File: config.mk
export PLATFORM = sky130hd
export DESIGN_NAME = dso_objects
export DESIGN_NICKNAME = d
export VERILOG_FILES = /design/src/dso_pkg.sv /design/src/dso_unit_check.sv /design/src/dso_objects.sv
export SDC_FILE = /design/constraint.sdc
export NUM_CORES = 1
export LEC_CHECK = 0
export ABC_AREA = 0
export BUFFER_PORTS_ARGS = -buffer_cell sky130_fd_sc_hd__buf_2
export CAP_MARGIN = 20
export CORE_MARGIN = 4
export CORE_UTILIZATION = 50
export DETAILED_ROUTE_END_ITERATION = 8
export PLACE_DENSITY = 0.75
export SKIP_CTS_REPAIR_TIMING = 1
export SLEW_MARGIN = 10
export SYNTH_ARGS = -nofsm -noshare
export SYNTH_HDL_FRONTEND = slang
export SYNTH_SLANG_ARGS = --single-unit
File: constraint.sdc
create_clock -name CLK -period 2.3 [get_ports CLK]
set_input_delay 0.23 -clock CLK [delete_from_list [all_inputs] [get_ports CLK]]
set_output_delay 0.23 -clock CLK [all_outputs]
set_load 0.1 [all_outputs]
File: src/dso_pkg.sv
// Constants for the drive status and mode object bank.
// Summary of operation
// - A 16-bit read-only status word reports the present drive state.
// - Bits 0,1,2,3,5,6 carry ready, switched on, enabled, fault, quick stop, disabled.
// - Each drive state has a fixed code in status bits 6, 5 and 3 to 0.
// - Status bit 4 is set while the power section is supplied.
// - Status bit 7, the warning flag, is unused and reads zero.
// - Status bit 9 shows remote mode, accepting network commands.
// - Status bit 10 shows reference reached, or quick stop or halt active.
// - Status bit 11, internal limit active, is unused and reads zero.
// - Bits 12 and 13 are mode specific; bits 8, 14 and 15 reserved.
// - Mode selector is signed 8-bit; only codes 1,3,4,8,9 are legal.
// - Mode display reports the active mode with the same code set.
// - Supported-modes bitmap assigns one bit per drive mode.
// - Supported-modes bitmap reads the constant 0Dh and is read-only.
// - Sub-index 0 of both unit arrays reads 02h and is read-only.
// - Encoder increments accept only codes 41h, 42h, 43h and FFh.
// - Encoder motor revolutions accept only the value 1.
// - Encoder resolution is increments divided by motor revolutions.
// - Gear ratio is motor over shaft revolutions; both reset to 01h.
// - Both gear ratio entries accept only the value 1.
// - A fault enters fault reaction, disables drive, then moves to fault.
package dso_pkg;

  // ****************************************************************
  // Object indices and sub-indices
  // ****************************************************************
  localparam logic [15:0] IDX_STATUS   = 16'h6041;
  localparam logic [15:0] IDX_MODE_SEL = 16'h6060;
  localparam logic [15:0] IDX_MODE_REP = 16'h6061;
  localparam logic [15:0] IDX_ENC_RES  = 16'h608F;
  localparam logic [15:0] IDX_GEAR     = 16'h6091;
  localparam logic [15:0] IDX_SUPP     = 16'h6502;
  localparam logic [7:0]  SUB_COUNT    = 8'h00;
  localparam logic [7:0]  SUB_FIRST    = 8'h01;
  localparam logic [7:0]  SUB_SECOND   = 8'h02;

  // ****************************************************************
  // Status word bit positions
  // ****************************************************************
  localparam int unsigned SB_RDY    = 0;
  localparam int unsigned SB_SWON   = 1;
  localparam int unsigned SB_OPEN   = 2;
  localparam int unsigned SB_FAULT  = 3;
  localparam int unsigned SB_VOLT   = 4;
  localparam int unsigned SB_QSTOP  = 5;
  localparam int unsigned SB_SOD    = 6;
  localparam int unsigned SB_REMOTE = 9;
  localparam int unsigned SB_TGT    = 10;
  localparam int unsigned SB_MS0    = 12;
  localparam int unsigned SB_MS1    = 13;

  // ****************************************************************
  // Mode codes, unit codes and reset values
  // ****************************************************************
  localparam logic [7:0]  MODE_PP   = 8'h01;
  localparam logic [7:0]  MODE_PV   = 8'h03;
  localparam logic [7:0]  MODE_TQ   = 8'h04;
  localparam logic [7:0]  MODE_CSP  = 8'h08;
  localparam logic [7:0]  MODE_CSV  = 8'h09;
  localparam logic [7:0]  MODE_RST  = 8'h01;
  localparam logic [31:0] UNIT_DEG  = 32'h0000_0041;
  localparam logic [31:0] UNIT_MIN  = 32'h0000_0042;
  localparam logic [31:0] UNIT_SEC  = 32'h0000_0043;
  localparam logic [31:0] UNIT_INT  = 32'h0000_00FF;
  localparam logic [31:0] ONE_RST   = 32'h0000_0001;
  localparam logic [7:0]  LAST_SUB  = 8'h02;
  localparam logic [31:0] SUPP_MAP  = 32'h0000_000D;

  // ****************************************************************
  // Access answer codes
  // ****************************************************************
  localparam logic [1:0] ANS_OK      = 2'h0;
  localparam logic [1:0] ANS_NOOBJ   = 2'h1;
  localparam logic [1:0] ANS_RDONLY  = 2'h2;
  localparam logic [1:0] ANS_RANGE   = 2'h3;

  typedef enum logic [2:0] {
    DSO_NOT_READY, DSO_SW_DISABLED, DSO_READY, DSO_SWITCHED_ON,
    DSO_OP_ENABLED, DSO_QSTOP, DSO_FLT_REACT, DSO_FAULT
  } dso_state_e;

endpackage : dso_pkg

File: src/dso_unit_check.sv
// Legality check for one unit-conversion entry write.
`timescale 1ns/1ps
module dso_unit_check #(
  parameter bit ALLOW_UNITS = 1'b0
) (
  input  wire logic [31:0] wdata,
  output wire logic        legal
);

  // Unit entries take one of four codes; ratio entries take only one.
  // unit code check
  wire unit_ok = (wdata == dso_pkg::UNIT_DEG) || (wdata == dso_pkg::UNIT_MIN) ||
                 (wdata == dso_pkg::UNIT_SEC) || (wdata == dso_pkg::UNIT_INT);
  wire one_ok  = (wdata == dso_pkg::ONE_RST);
  assign legal = ALLOW_UNITS ? unit_ok : one_ok;

endmodule : dso_unit_check

File: src/dso_objects.sv
// Object bank for drive status word, mode objects and unit-conversion arrays.
`timescale 1ns/1ps
module dso_objects (
  input  wire logic        CLK,
  input  wire logic        RST_N,
  input  wire logic        REQ,
  input  wire logic        WR,
  input  wire logic [15:0] INDEX,
  input  wire logic [7:0]  SUBIDX,
  input  wire logic [31:0] WDATA,
  output logic             ACK,
  output logic [1:0]       ANSWER,
  output logic [31:0]      RDATA,
  input  wire logic        INIT_DONE,
  input  wire logic        CMD_SHUTDOWN,
  input  wire logic        CMD_SWITCH_ON,
  input  wire logic        CMD_ENABLE,
  input  wire logic        CMD_DISABLE_OP,
  input  wire logic        CMD_DISABLE_V,
  input  wire logic        CMD_QSTOP,
  input  wire logic        CMD_FAULT_RESET,
  input  wire logic        FAULT_DETECT,
  input  wire logic        DISABLE_DONE,
  input  wire logic        POWER_SUPPLIED,
  input  wire logic        REMOTE_MODE,
  input  wire logic        AT_REFERENCE,
  input  wire logic        HALT_ACTIVE,
  input  wire logic [1:0]  MODE_BITS,
  output logic [15:0]      STATUS_WORD,
  output logic [7:0]       MODE_ACTIVE,
  output logic             DRIVE_ENABLE,
  output logic [31:0]      ENC_INCREMENTS,
  output logic [31:0]      ENC_MOTOR_REVS,
  output logic [31:0]      GEAR_MOTOR_REVS,
  output logic [31:0]      GEAR_SHAFT_REVS
);

  // ****************************************************************
  // Drive state machine
  // ****************************************************************
  dso_pkg::dso_state_e state_q;
  dso_pkg::dso_state_e state_d;

  // Fault detection outranks every command outside fault reaction and fault, where only disable done and fault reset act.
  always_comb begin
    state_d = state_q;
    if (FAULT_DETECT && state_q != dso_pkg::DSO_FAULT &&
        state_q != dso_pkg::DSO_FLT_REACT) begin
      state_d = dso_pkg::DSO_FLT_REACT;
    end else begin
      unique case (state_q)
        dso_pkg::DSO_NOT_READY: begin
          if (INIT_DONE) state_d = dso_pkg::DSO_SW_DISABLED;
        end
        dso_pkg::DSO_SW_DISABLED: begin
          if (CMD_SHUTDOWN) state_d = dso_pkg::DSO_READY;
        end
        dso_pkg::DSO_READY: begin
          if (CMD_DISABLE_V || CMD_QSTOP) state_d = dso_pkg::DSO_SW_DISABLED;
          else if (CMD_SWITCH_ON) state_d = dso_pkg::DSO_SWITCHED_ON;
        end
        dso_pkg::DSO_SWITCHED_ON: begin
          if (CMD_DISABLE_V || CMD_QSTOP) state_d = dso_pkg::DSO_SW_DISABLED;
          else if (CMD_SHUTDOWN) state_d = dso_pkg::DSO_READY;
          else if (CMD_ENABLE) state_d = dso_pkg::DSO_OP_ENABLED;
        end
        dso_pkg::DSO_OP_ENABLED: begin
          if (CMD_DISABLE_V) state_d = dso_pkg::DSO_SW_DISABLED;
          else if (CMD_QSTOP) state_d = dso_pkg::DSO_QSTOP;
          else if (CMD_SHUTDOWN) state_d = dso_pkg::DSO_READY;
          else if (CMD_DISABLE_OP) state_d = dso_pkg::DSO_SWITCHED_ON;
        end
        dso_pkg::DSO_QSTOP: begin
          if (CMD_DISABLE_V) state_d = dso_pkg::DSO_SW_DISABLED;
          else if (CMD_ENABLE) state_d = dso_pkg::DSO_OP_ENABLED;
        end
        dso_pkg::DSO_FLT_REACT: begin
          if (DISABLE_DONE) state_d = dso_pkg::DSO_FAULT;
        end
        dso_pkg::DSO_FAULT: begin
          if (CMD_FAULT_RESET) state_d = dso_pkg::DSO_SW_DISABLED;
        end
      endcase
    end
  end

  always_ff @(posedge CLK or negedge RST_N) begin
    if (!RST_N) state_q <= dso_pkg::DSO_NOT_READY;
    else        state_q <= state_d;
  end

  // ****************************************************************
  // Status word assembly
  // ****************************************************************
  // Low state code, bits 6,5,3..0, per drive state.
  // state encoding
  logic [6:0] code;
  always_comb begin
    unique case (state_q)
      dso_pkg::DSO_NOT_READY:   code = 7'h00;
      dso_pkg::DSO_SW_DISABLED: code = 7'h40;
      dso_pkg::DSO_READY:       code = 7'h21;
      dso_pkg::DSO_SWITCHED_ON: code = 7'h23;
      dso_pkg::DSO_OP_ENABLED:  code = 7'h27;
      dso_pkg::DSO_QSTOP:       code = 7'h07;
      dso_pkg::DSO_FLT_REACT:   code = 7'h0F;
      dso_pkg::DSO_FAULT:       code = 7'h08;
    endcase
  end

  // Unused and reserved bits stay zero; warning and limit are not reported.
  logic [15:0] status_d;
  always_comb begin
    status_d = 16'h0000;
    status_d[dso_pkg::SB_RDY]   = code[0];
    status_d[dso_pkg::SB_SWON]  = code[1];
    status_d[dso_pkg::SB_OPEN]  = code[2];
    status_d[dso_pkg::SB_FAULT] = code[3];
    status_d[dso_pkg::SB_QSTOP] = code[5];
    status_d[dso_pkg::SB_SOD]   = code[6];
    status_d[dso_pkg::SB_VOLT]   = POWER_SUPPLIED;
    status_d[dso_pkg::SB_REMOTE] = REMOTE_MODE;
    status_d[dso_pkg::SB_TGT]    = AT_REFERENCE || HALT_ACTIVE ||
                                   (state_q == dso_pkg::DSO_QSTOP);
    status_d[dso_pkg::SB_MS0] = MODE_BITS[0];
    status_d[dso_pkg::SB_MS1] = MODE_BITS[1];
  end

  // warning and limit bits held at zero by status_d default
  always_ff @(posedge CLK or negedge RST_N) begin
    if (!RST_N) begin
      STATUS_WORD  <= 16'h0000;
      DRIVE_ENABLE <= 1'b0;
    end else begin
      STATUS_WORD  <= status_d;
      DRIVE_ENABLE <= (state_d == dso_pkg::DSO_OP_ENABLED) ||
                      (state_d == dso_pkg::DSO_QSTOP);
    end
  end

  // ****************************************************************
  // Object access decode
  // ****************************************************************
  wire hit_status = (INDEX == dso_pkg::IDX_STATUS)   && (SUBIDX == dso_pkg::SUB_COUNT);
  wire hit_msel   = (INDEX == dso_pkg::IDX_MODE_SEL) && (SUBIDX == dso_pkg::SUB_COUNT);
  wire hit_mrep   = (INDEX == dso_pkg::IDX_MODE_REP) && (SUBIDX == dso_pkg::SUB_COUNT);
  wire hit_supp   = (INDEX == dso_pkg::IDX_SUPP)     && (SUBIDX == dso_pkg::SUB_COUNT);
  wire is_enc     = (INDEX == dso_pkg::IDX_ENC_RES);
  wire is_gear    = (INDEX == dso_pkg::IDX_GEAR);
  wire arr_cnt    = (is_enc || is_gear) && (SUBIDX == dso_pkg::SUB_COUNT);
  wire hit_enc1   = is_enc  && (SUBIDX == dso_pkg::SUB_FIRST);
  wire hit_enc2   = is_enc  && (SUBIDX == dso_pkg::SUB_SECOND);
  wire hit_gear1  = is_gear && (SUBIDX == dso_pkg::SUB_FIRST);
  wire hit_gear2  = is_gear && (SUBIDX == dso_pkg::SUB_SECOND);
  wire hit_any    = hit_status | hit_msel | hit_mrep | hit_supp | arr_cnt |
                    hit_enc1 | hit_enc2 | hit_gear1 | hit_gear2;
  wire hit_ro     = hit_status | hit_supp | arr_cnt | hit_mrep;

  wire mode_ok = (WDATA[7:0] == dso_pkg::MODE_PP)  || (WDATA[7:0] == dso_pkg::MODE_PV) ||
                 (WDATA[7:0] == dso_pkg::MODE_TQ)  || (WDATA[7:0] == dso_pkg::MODE_CSP) ||
                 (WDATA[7:0] == dso_pkg::MODE_CSV);
  wire unit_ok;
  wire one_ok;

  dso_unit_check #(.ALLOW_UNITS(1'b1)) u_unit_chk (
    .wdata (WDATA),
    .legal (unit_ok)
  );

  dso_unit_check #(.ALLOW_UNITS(1'b0)) u_one_chk (
    .wdata (WDATA),
    .legal (one_ok)
  );

  wire val_ok = hit_msel ? mode_ok : (hit_enc1 ? unit_ok : one_ok);

  wire [1:0] wr_ans = !hit_any ? dso_pkg::ANS_NOOBJ :
                      hit_ro   ? dso_pkg::ANS_RDONLY :
                      !val_ok  ? dso_pkg::ANS_RANGE : dso_pkg::ANS_OK;
  wire do_wr = REQ && WR && (wr_ans == dso_pkg::ANS_OK);

  // ****************************************************************
  // Writable objects
  // ****************************************************************
  logic [7:0]  mode_q;
  logic [31:0] enc_inc_q;
  logic [31:0] enc_rev_q;
  logic [31:0] gear_mot_q;
  logic [31:0] gear_sh_q;

  // Stored values change only on an accepted write; refused ones leave them.
  always_ff @(posedge CLK or negedge RST_N) begin
    if (!RST_N) begin
      mode_q     <= dso_pkg::MODE_RST;
      enc_inc_q  <= dso_pkg::UNIT_INT;
      enc_rev_q  <= dso_pkg::ONE_RST;
      gear_mot_q <= dso_pkg::ONE_RST;
      gear_sh_q  <= dso_pkg::ONE_RST;
    end else if (do_wr) begin
      if (hit_msel)  mode_q     <= WDATA[7:0];
      if (hit_enc1)  enc_inc_q  <= WDATA;
      if (hit_enc2)  enc_rev_q  <= WDATA;
      if (hit_gear1) gear_mot_q <= WDATA;
      if (hit_gear2) gear_sh_q  <= WDATA;
    end
  end

  // ****************************************************************
  // Read data and answer
  // ****************************************************************
  logic [31:0] rd_mux;
  always_comb begin
    rd_mux = 32'h0000_0000;
    if (hit_status) rd_mux = {16'h0000, STATUS_WORD};
    if (hit_msel || hit_mrep) rd_mux = {{24{mode_q[7]}}, mode_q};
    if (hit_supp)  rd_mux = dso_pkg::SUPP_MAP;
    if (arr_cnt)   rd_mux = {24'h000000, dso_pkg::LAST_SUB};
    if (hit_enc1)  rd_mux = enc_inc_q;
    if (hit_enc2)  rd_mux = enc_rev_q;
    if (hit_gear1) rd_mux = gear_mot_q;
    if (hit_gear2) rd_mux = gear_sh_q;
  end

  // One answer per request, one cycle later; a read answers its data.
  always_ff @(posedge CLK or negedge RST_N) begin
    if (!RST_N) begin
      ACK    <= 1'b0;
      ANSWER <= dso_pkg::ANS_OK;
      RDATA  <= 32'h0000_0000;
    end else begin
      ACK <= REQ;
      if (REQ) begin
        ANSWER <= WR ? wr_ans : (hit_any ? dso_pkg::ANS_OK : dso_pkg::ANS_NOOBJ);
        RDATA  <= WR ? 32'h0000_0000 : rd_mux;
      end
    end
  end

  // ****************************************************************
  // Registered copies for the drive's own use
  // ****************************************************************
  // resolution factors held as numerator and denominator
  always_ff @(posedge CLK or negedge RST_N) begin
    if (!RST_N) begin
      MODE_ACTIVE     <= dso_pkg::MODE_RST;
      ENC_INCREMENTS  <= dso_pkg::UNIT_INT;
      ENC_MOTOR_REVS  <= dso_pkg::ONE_RST;
      GEAR_MOTOR_REVS <= dso_pkg::ONE_RST;
      GEAR_SHAFT_REVS <= dso_pkg::ONE_RST;
    end else begin
      MODE_ACTIVE     <= mode_q;
      ENC_INCREMENTS  <= enc_inc_q;
      ENC_MOTOR_REVS  <= enc_rev_q;
      GEAR_MOTOR_REVS <= gear_mot_q;
      GEAR_SHAFT_REVS <= gear_sh_q;
    end
  end

endmodule : dso_objects

Word-level counts from Yosys, hierarchy flattened:

Memories as Yosys holds them, arrays and structs flattened. A register that Yosys moved wholly into a read port is not among the register bits.
Cells that the tools add are included.

* bits in registers: 322
* bits in read-only memories: 48
* input bits: 76
* logic and storage cells: 124
* memories kept: 1

Memory list
* (name not given): words 8, width 6, rd ports 1, clocked after Yosys merged registers in 1, wr ports 0, RTL line dso_objects.sv:99 `unique case (state_q)`

* equality and inequality tests: 29
* muxes and demuxes: 32
* bitwise gates (word level): 11
* reduce and logical (&&, ||, !) cells: 35

Operators by type and width (count)
* two-way mux 32 bit: 8
* equality test 16 x 15 -> 1 bit (second input constant): 6
* equality test 32 x 7 -> 1 bit (second input constant): 3
* two-way mux 3 bit: 15
* equality test 32 x 1 -> 1 bit (second input constant): 1
* equality test 32 x 8 -> 1 bit (second input constant): 1
* case mux 3 bit (8 select lines): 1
* equality test 3 bit (second input constant): 6
* equality test 8 x 1 -> 1 bit (second input constant): 2
* equality test 8 x 2 -> 1 bit (second input constant): 2
* equality test 8 x 4 -> 1 bit (second input constant): 2
* two-way mux 14 bit: 1
* logical AND 1 bit: 13
* logical OR 1 bit: 13
* bitwise OR 1 bit: 11
* AND reduction 2 bit: 5
* equality test 8 x 3 -> 1 bit (second input constant): 1
* logical NOT 8 bit: 1
* two-way mux 2 bit: 4
* equality test 3 x 2 -> 1 bit (second input constant): 2
* inequality test 3 bit (second input constant): 2
* equality test 3 x 1 -> 1 bit (second input constant): 1
* logical NOT 3 bit: 1
* two-way mux 1 bit: 3
* other kinds (2): 2

Logic depth before layout (Yosys ltp):

* depth after elaboration: 14
* mapped depth: 9
* depth with buffers taken out: 8

Cells and area by module:

A second synthesis with hierarchy kept.

* cells, all modules: 913
* area total of the unflattened synthesis: 12388.1 µm²

By module, submodules not included
* dso_objects: instances 1, cells each 888, area an instance 12187.9 µm², sequential area each 8087.8 µm²
* dso_unit_check (u_one_chk): instances 1, cells each 11, area an instance 100.1 µm², sequential area each 0.0 µm²
* dso_unit_check (u_unit_chk): instances 1, cells each 14, area an instance 100.1 µm², sequential area each 0.0 µm²

Least setup slack after synthesis:

Ideal clock, no wire load.

* path type: input to register
* start point: input INDEX[8]
* end point: register ANSWER[0]
* setup time: 126 ps
* data arrival time: 2188 ps
* slack: -14 ps
* stages: 6
* path buffers: 0
* cell sequence: or3b_2 > or2_2 > nor3_1 > mux2i_1 > a21oi_1 > a221o_1

* cells in the longest elaborated chain, start to end: 12

RTL lines
* start, declared: RTL line dso_objects.sv:8 `input wire logic [15:0] INDEX,`
* equality test 16 x 15 -> 1 bit, on equally long branches: RTL line dso_objects.sv:144, dso_objects.sv:145
* logical AND 1 bit, on equally long branches: RTL line dso_objects.sv:144, dso_objects.sv:145
* bitwise OR 1 bit (5 in series): RTL line dso_objects.sv:155 `wire hit_any = hit_status | hit_msel | hit_mrep | hit_supp | arr_cnt |`
* bitwise OR 1 bit (3 in series): RTL line dso_objects.sv:156 `hit_enc1 | hit_enc2 | hit_gear1 | hit_gear2;`
* two-way mux 1 bit / two-way mux 2 bit (equally long branches): RTL line dso_objects.sv:233, dso_objects.sv:177
* two-way mux 2 bit (*): RTL line dso_objects.sv:233 `ANSWER <= WR ? wr_ans : (hit_any ? dso_pkg::ANS_OK : dso_pkg::ANS_NOOBJ);`
* end signal, assigned: RTL line dso_objects.sv:228 `ANSWER <= dso_pkg::ANS_OK;`
* end signal, assigned: RTL line dso_objects.sv:233
* end, declared: RTL line dso_objects.sv:12 `output logic [1:0] ANSWER,`

Mark *: on every way between the ends. The rest lies on a longest branch, timed or not.
A chain may end at the register's enable or synchronous reset.

Worst setup path in the final report:

* start point: register state_q[1]
* end point: register state_q[2]

* cells in the longest elaborated chain, start to end: 4

RTL lines
* start, declared: RTL line dso_objects.sv:41 `dso_pkg::dso_state_e state_q;`
* start signal, assigned: RTL line dso_objects.sv:88 `if (!RST_N) state_q <= dso_pkg::DSO_NOT_READY;`
* start signal, assigned: RTL line dso_objects.sv:89 `else state_q <= state_d;`
* parallel branches: the longest is 3 deep, another holds case mux 3 bit (8 select lines)
* two-way mux 3 bit (*): RTL line dso_objects.sv:47 `if (FAULT_DETECT && state_q != dso_pkg::DSO_FAULT &&`
* via state_d[2]: RTL line dso_objects.sv:42 `dso_pkg::dso_state_e state_d;`

Mark *: on every way through the listed nets, which the timed path passes.

==> results.md <==
* Status: complete, no violations
* Post-detailed-route count of antenna-violating nets at 0
* Cell count after synthesis at 842
* Largest net degree at the start of global routing at 84
* CTS tree: built
* Worst reg2reg startpoint: state_q[1]
* First-pass GRT wire length at 48200 um
* Commonest cells after routing, fill and taps aside: dfrtp_1 (298), buf_2 (257), and2_1 (127), buf_4 (75), o21ai_0 (39)
* DP HPWL at 21300 um
* Final setup viols at 0
* WL met2 at 14500 um
* R2r setup slk at 270 ps
* Nets@finish at 1266
* Static leakage at 7.91 nW
* Yosys Warn Count at 0
* Worst Hold Endpoint: STATUS_WORD[10]
* CTS clock-pin slew for the worst setup and hold paths at 60 ps
* CP Class: reg2reg
* Tot Pwr at 12.4 mW
* Setup TNS at 0 ps
* Via Count at 8235
* Initial drt markers at 688
* Asr flop ratio synth at 100%
* Yosys cell types at 59
* Worst r2r path cells at 8
* Hold Crit Start: AT_REFERENCE
* Die area at 25300 sq um
* DRC at 0
* Hold Path Stages at 3
* Met1 wire length at 13100 um
* Final Routed Wirelength at 30500 um
* Yosys reg bits at 322
* R2r endpoint: state_q[2]
* HP Class: in2reg
* Worst setup SP type: register
* MaxCap Viol Count at 0
* Initial Util at 50.6%
* Grt ovf at 0
* WP data required at 2710 ps
* Via density at 5.51
* Rows at 55
* Adder-cell area share of the yosys netlist at 0.328%
* Mean area per synthesized cell at 13.6 sq um
* Highest clock rate at 0.493 GHz
* Share of layout cells above drive strength 1 at 37.0%
* # H-tree levels at 1
* Worst slew margin at 52.4%
* DR top layer: met4
* Ys flop type: dfrtp_1
* GPL Wtd Cong at 0.853
* Commonest non-fill, non-tap cell in the layout: dfrtp_1
* Crit-path max FO at 5
* Largest family of logic cells by synthesized area: simple AND/OR/NAND/NOR gates
* Min cycle time layout at 2030 ps
* Simple-Gate Fraction of Synth Area at 14.3%
* Clock buffer count from CTS at 31
* Number of synthesized flops with an enable pin at 0
* Compound-Gate Fraction of Synth Area at 11.9%
* DP Area at 13700 sq um
* Die width at 159 um
* Worst Tran Pin Value at 708 ps
* Initial antenna violation count at 1
* Max rail drop VDD at 549 uV
* Final Hold Viols at 0
* Wire per inst at 20.4 um
* Mux contribution to synthesized area at 0.482%
* Design Area, Final at 14800 sq um
* Number of global-route vias before repair at 8545
* IO Port Bufs at 258
* IO Count at 264
* Max Slew Vio Count at 0
* Clk_skew at 14.2 ps
* Final Util at 65.7%
* Pre-CTS WS at -233 ps
* Endpoint type of the worst setup path: register
* Placeable Area at 22600 sq um
* Total track usage at 23.8%
* Met3 WL at 2130 um
* Root buffer cell: clkbuf_16
* Tcrit/Tclk final at 88.3%
* Synth-to-layout area growth at 29.7%
* Max clock buf depth at 3
* RSZ-0062 raised after global routing: no
* Die Y at 159 um
* Cell area after synthesis at 11400 sq um
* TritonCTS sink count at 322
* PD cells at 836 nW/um^2
* Clk_lat worst skew at 550 ps
* Pre-antenna DRT Iters at 5
* Synth Area in XOR/XNOR at 0%
* Seq/Total Area, Yosys at 70.8%
* Critical path arrival at 2440 ps
* Final worst setup slack at 270 ps
==> state kept, by name, indices dropped and copies added, names as in the netlist, 11 cells and up <==
signal,flops
RDATA,32
GEAR_MOTOR_REVS,32
gear_mot_q,32
GEAR_SHAFT_REVS,32
STATUS_WORD,11
ENC_MOTOR_REVS,32
enc_inc_q,32
enc_rev_q,32
gear_sh_q,32
ENC_INCREMENTS,32
==> synthesized netlist by cell type (4+ instances only) <==
cell       count  area [sq um]
or4_1          4          30.0
dfstp_2       24           631
buf_4          6          45.0
nor4_1        10          62.6
a221o_1        4          40.0
o21ai_0       39           195
a222oi_1      23           230
clkbuf_1      28           105
mux2_2         4          45.0
o221ai_1       6          52.6
nor4_2         4          50.1
a22oi_1       12          90.1
nand3_1        4          20.0
a221oi_1       5          43.8
a21o_1        20           150
nand2b_1      11          68.8
o21a_1         4          30.0
nor2b_1       11          68.8
and3_1         6          37.5
o2bb2ai_1     14           123
a21oi_1       33           165
or2_2          7          43.8
nor3_1        10          50.1
nor4b_1        4          35.0
nand4_1        4          25.0
or3_1          4          25.0
a31oi_1        5          31.3
buf_2          7          35.0
nor2_1        25          93.8
inv_1         15          56.3
and2_1       126           788
nand2_1       20          75.1
dfrtp_1      298          7460
and4_1         4          35.0
==> metal layers <==
layer / vias to the layer above / track usage [%]
li1: 3687 / -
met3: 58 / 4.40
met2: 362 / 38.4
met4: 0 / 7.30
met1: 4128 / 33.4
met5: - / 0
==> per-stage QoR <==
stage,hold WS (ps),std cells
after floorplan,-65.6,846
after global placement,172,1432
after detailed placement,175,1432
after CTS,-413,1486
after global routing,17.8,1494
final,13.6,1494
==> worst max path at each step <==
| stage | start | endpoint | slack [ps] | depth (start not counted) |
|---|---|---|---|---|
| 2_1_floorplan | INDEX[9] | mode_q[1] | 10 | 6 |
| 3_3_place_gp | INDEX[9] | mode_q[2] | -170 | 7 |
| 3_5_place_dp | INDEX[9] | mode_q[2] | -230 | 7 |
| 4_1_cts | state_q[1] | state_q[2] | 270 | 8 |
| 5_1_grt | state_q[1] | state_q[2] | 60 | 8 |
| 6_report | state_q[1] | state_q[2] | 270 | 8 |
==> critical path, stage by stage, from the launching register on <==
cell and delay, ps:
dfrtp_1 370, and2_1 220, ha_1 230, nor2b_1 160, a21bo_2 210, a32o_1 230
o22a_1 190, o22ai_1 170, o21ai_0 120
==> where the power goes <==
part | internal (mW) | switching [mW] | leakage, nW
combinational | 0.378 | 1.03 | 3.04
clock | 3.08 | 2.10 | 0.495
sequential | 5.76 | 0.0557 | 4.37
total | 9.22 | 3.18 | 7.91
==> area by class of cell <==
type                       instances  area (sq um)
sequential                       322          8090
multi-input combinational        466          3120
inverter                          15          56.3
clock buffer                      42           867
fill                            1682          7750
antenna                            1          2.50
clock inverter                    12           180
timing repair buffer             351          2150
tap                              285           357
==> logic make-up after synthesis <==
kind of cell    Yosys count
flops                   322
simple gates            266
compound gates          187
buf+inv                  58
mux                       5
fa+ha+maj                 3
other cells               1
(Power assumes the default switching activity.)
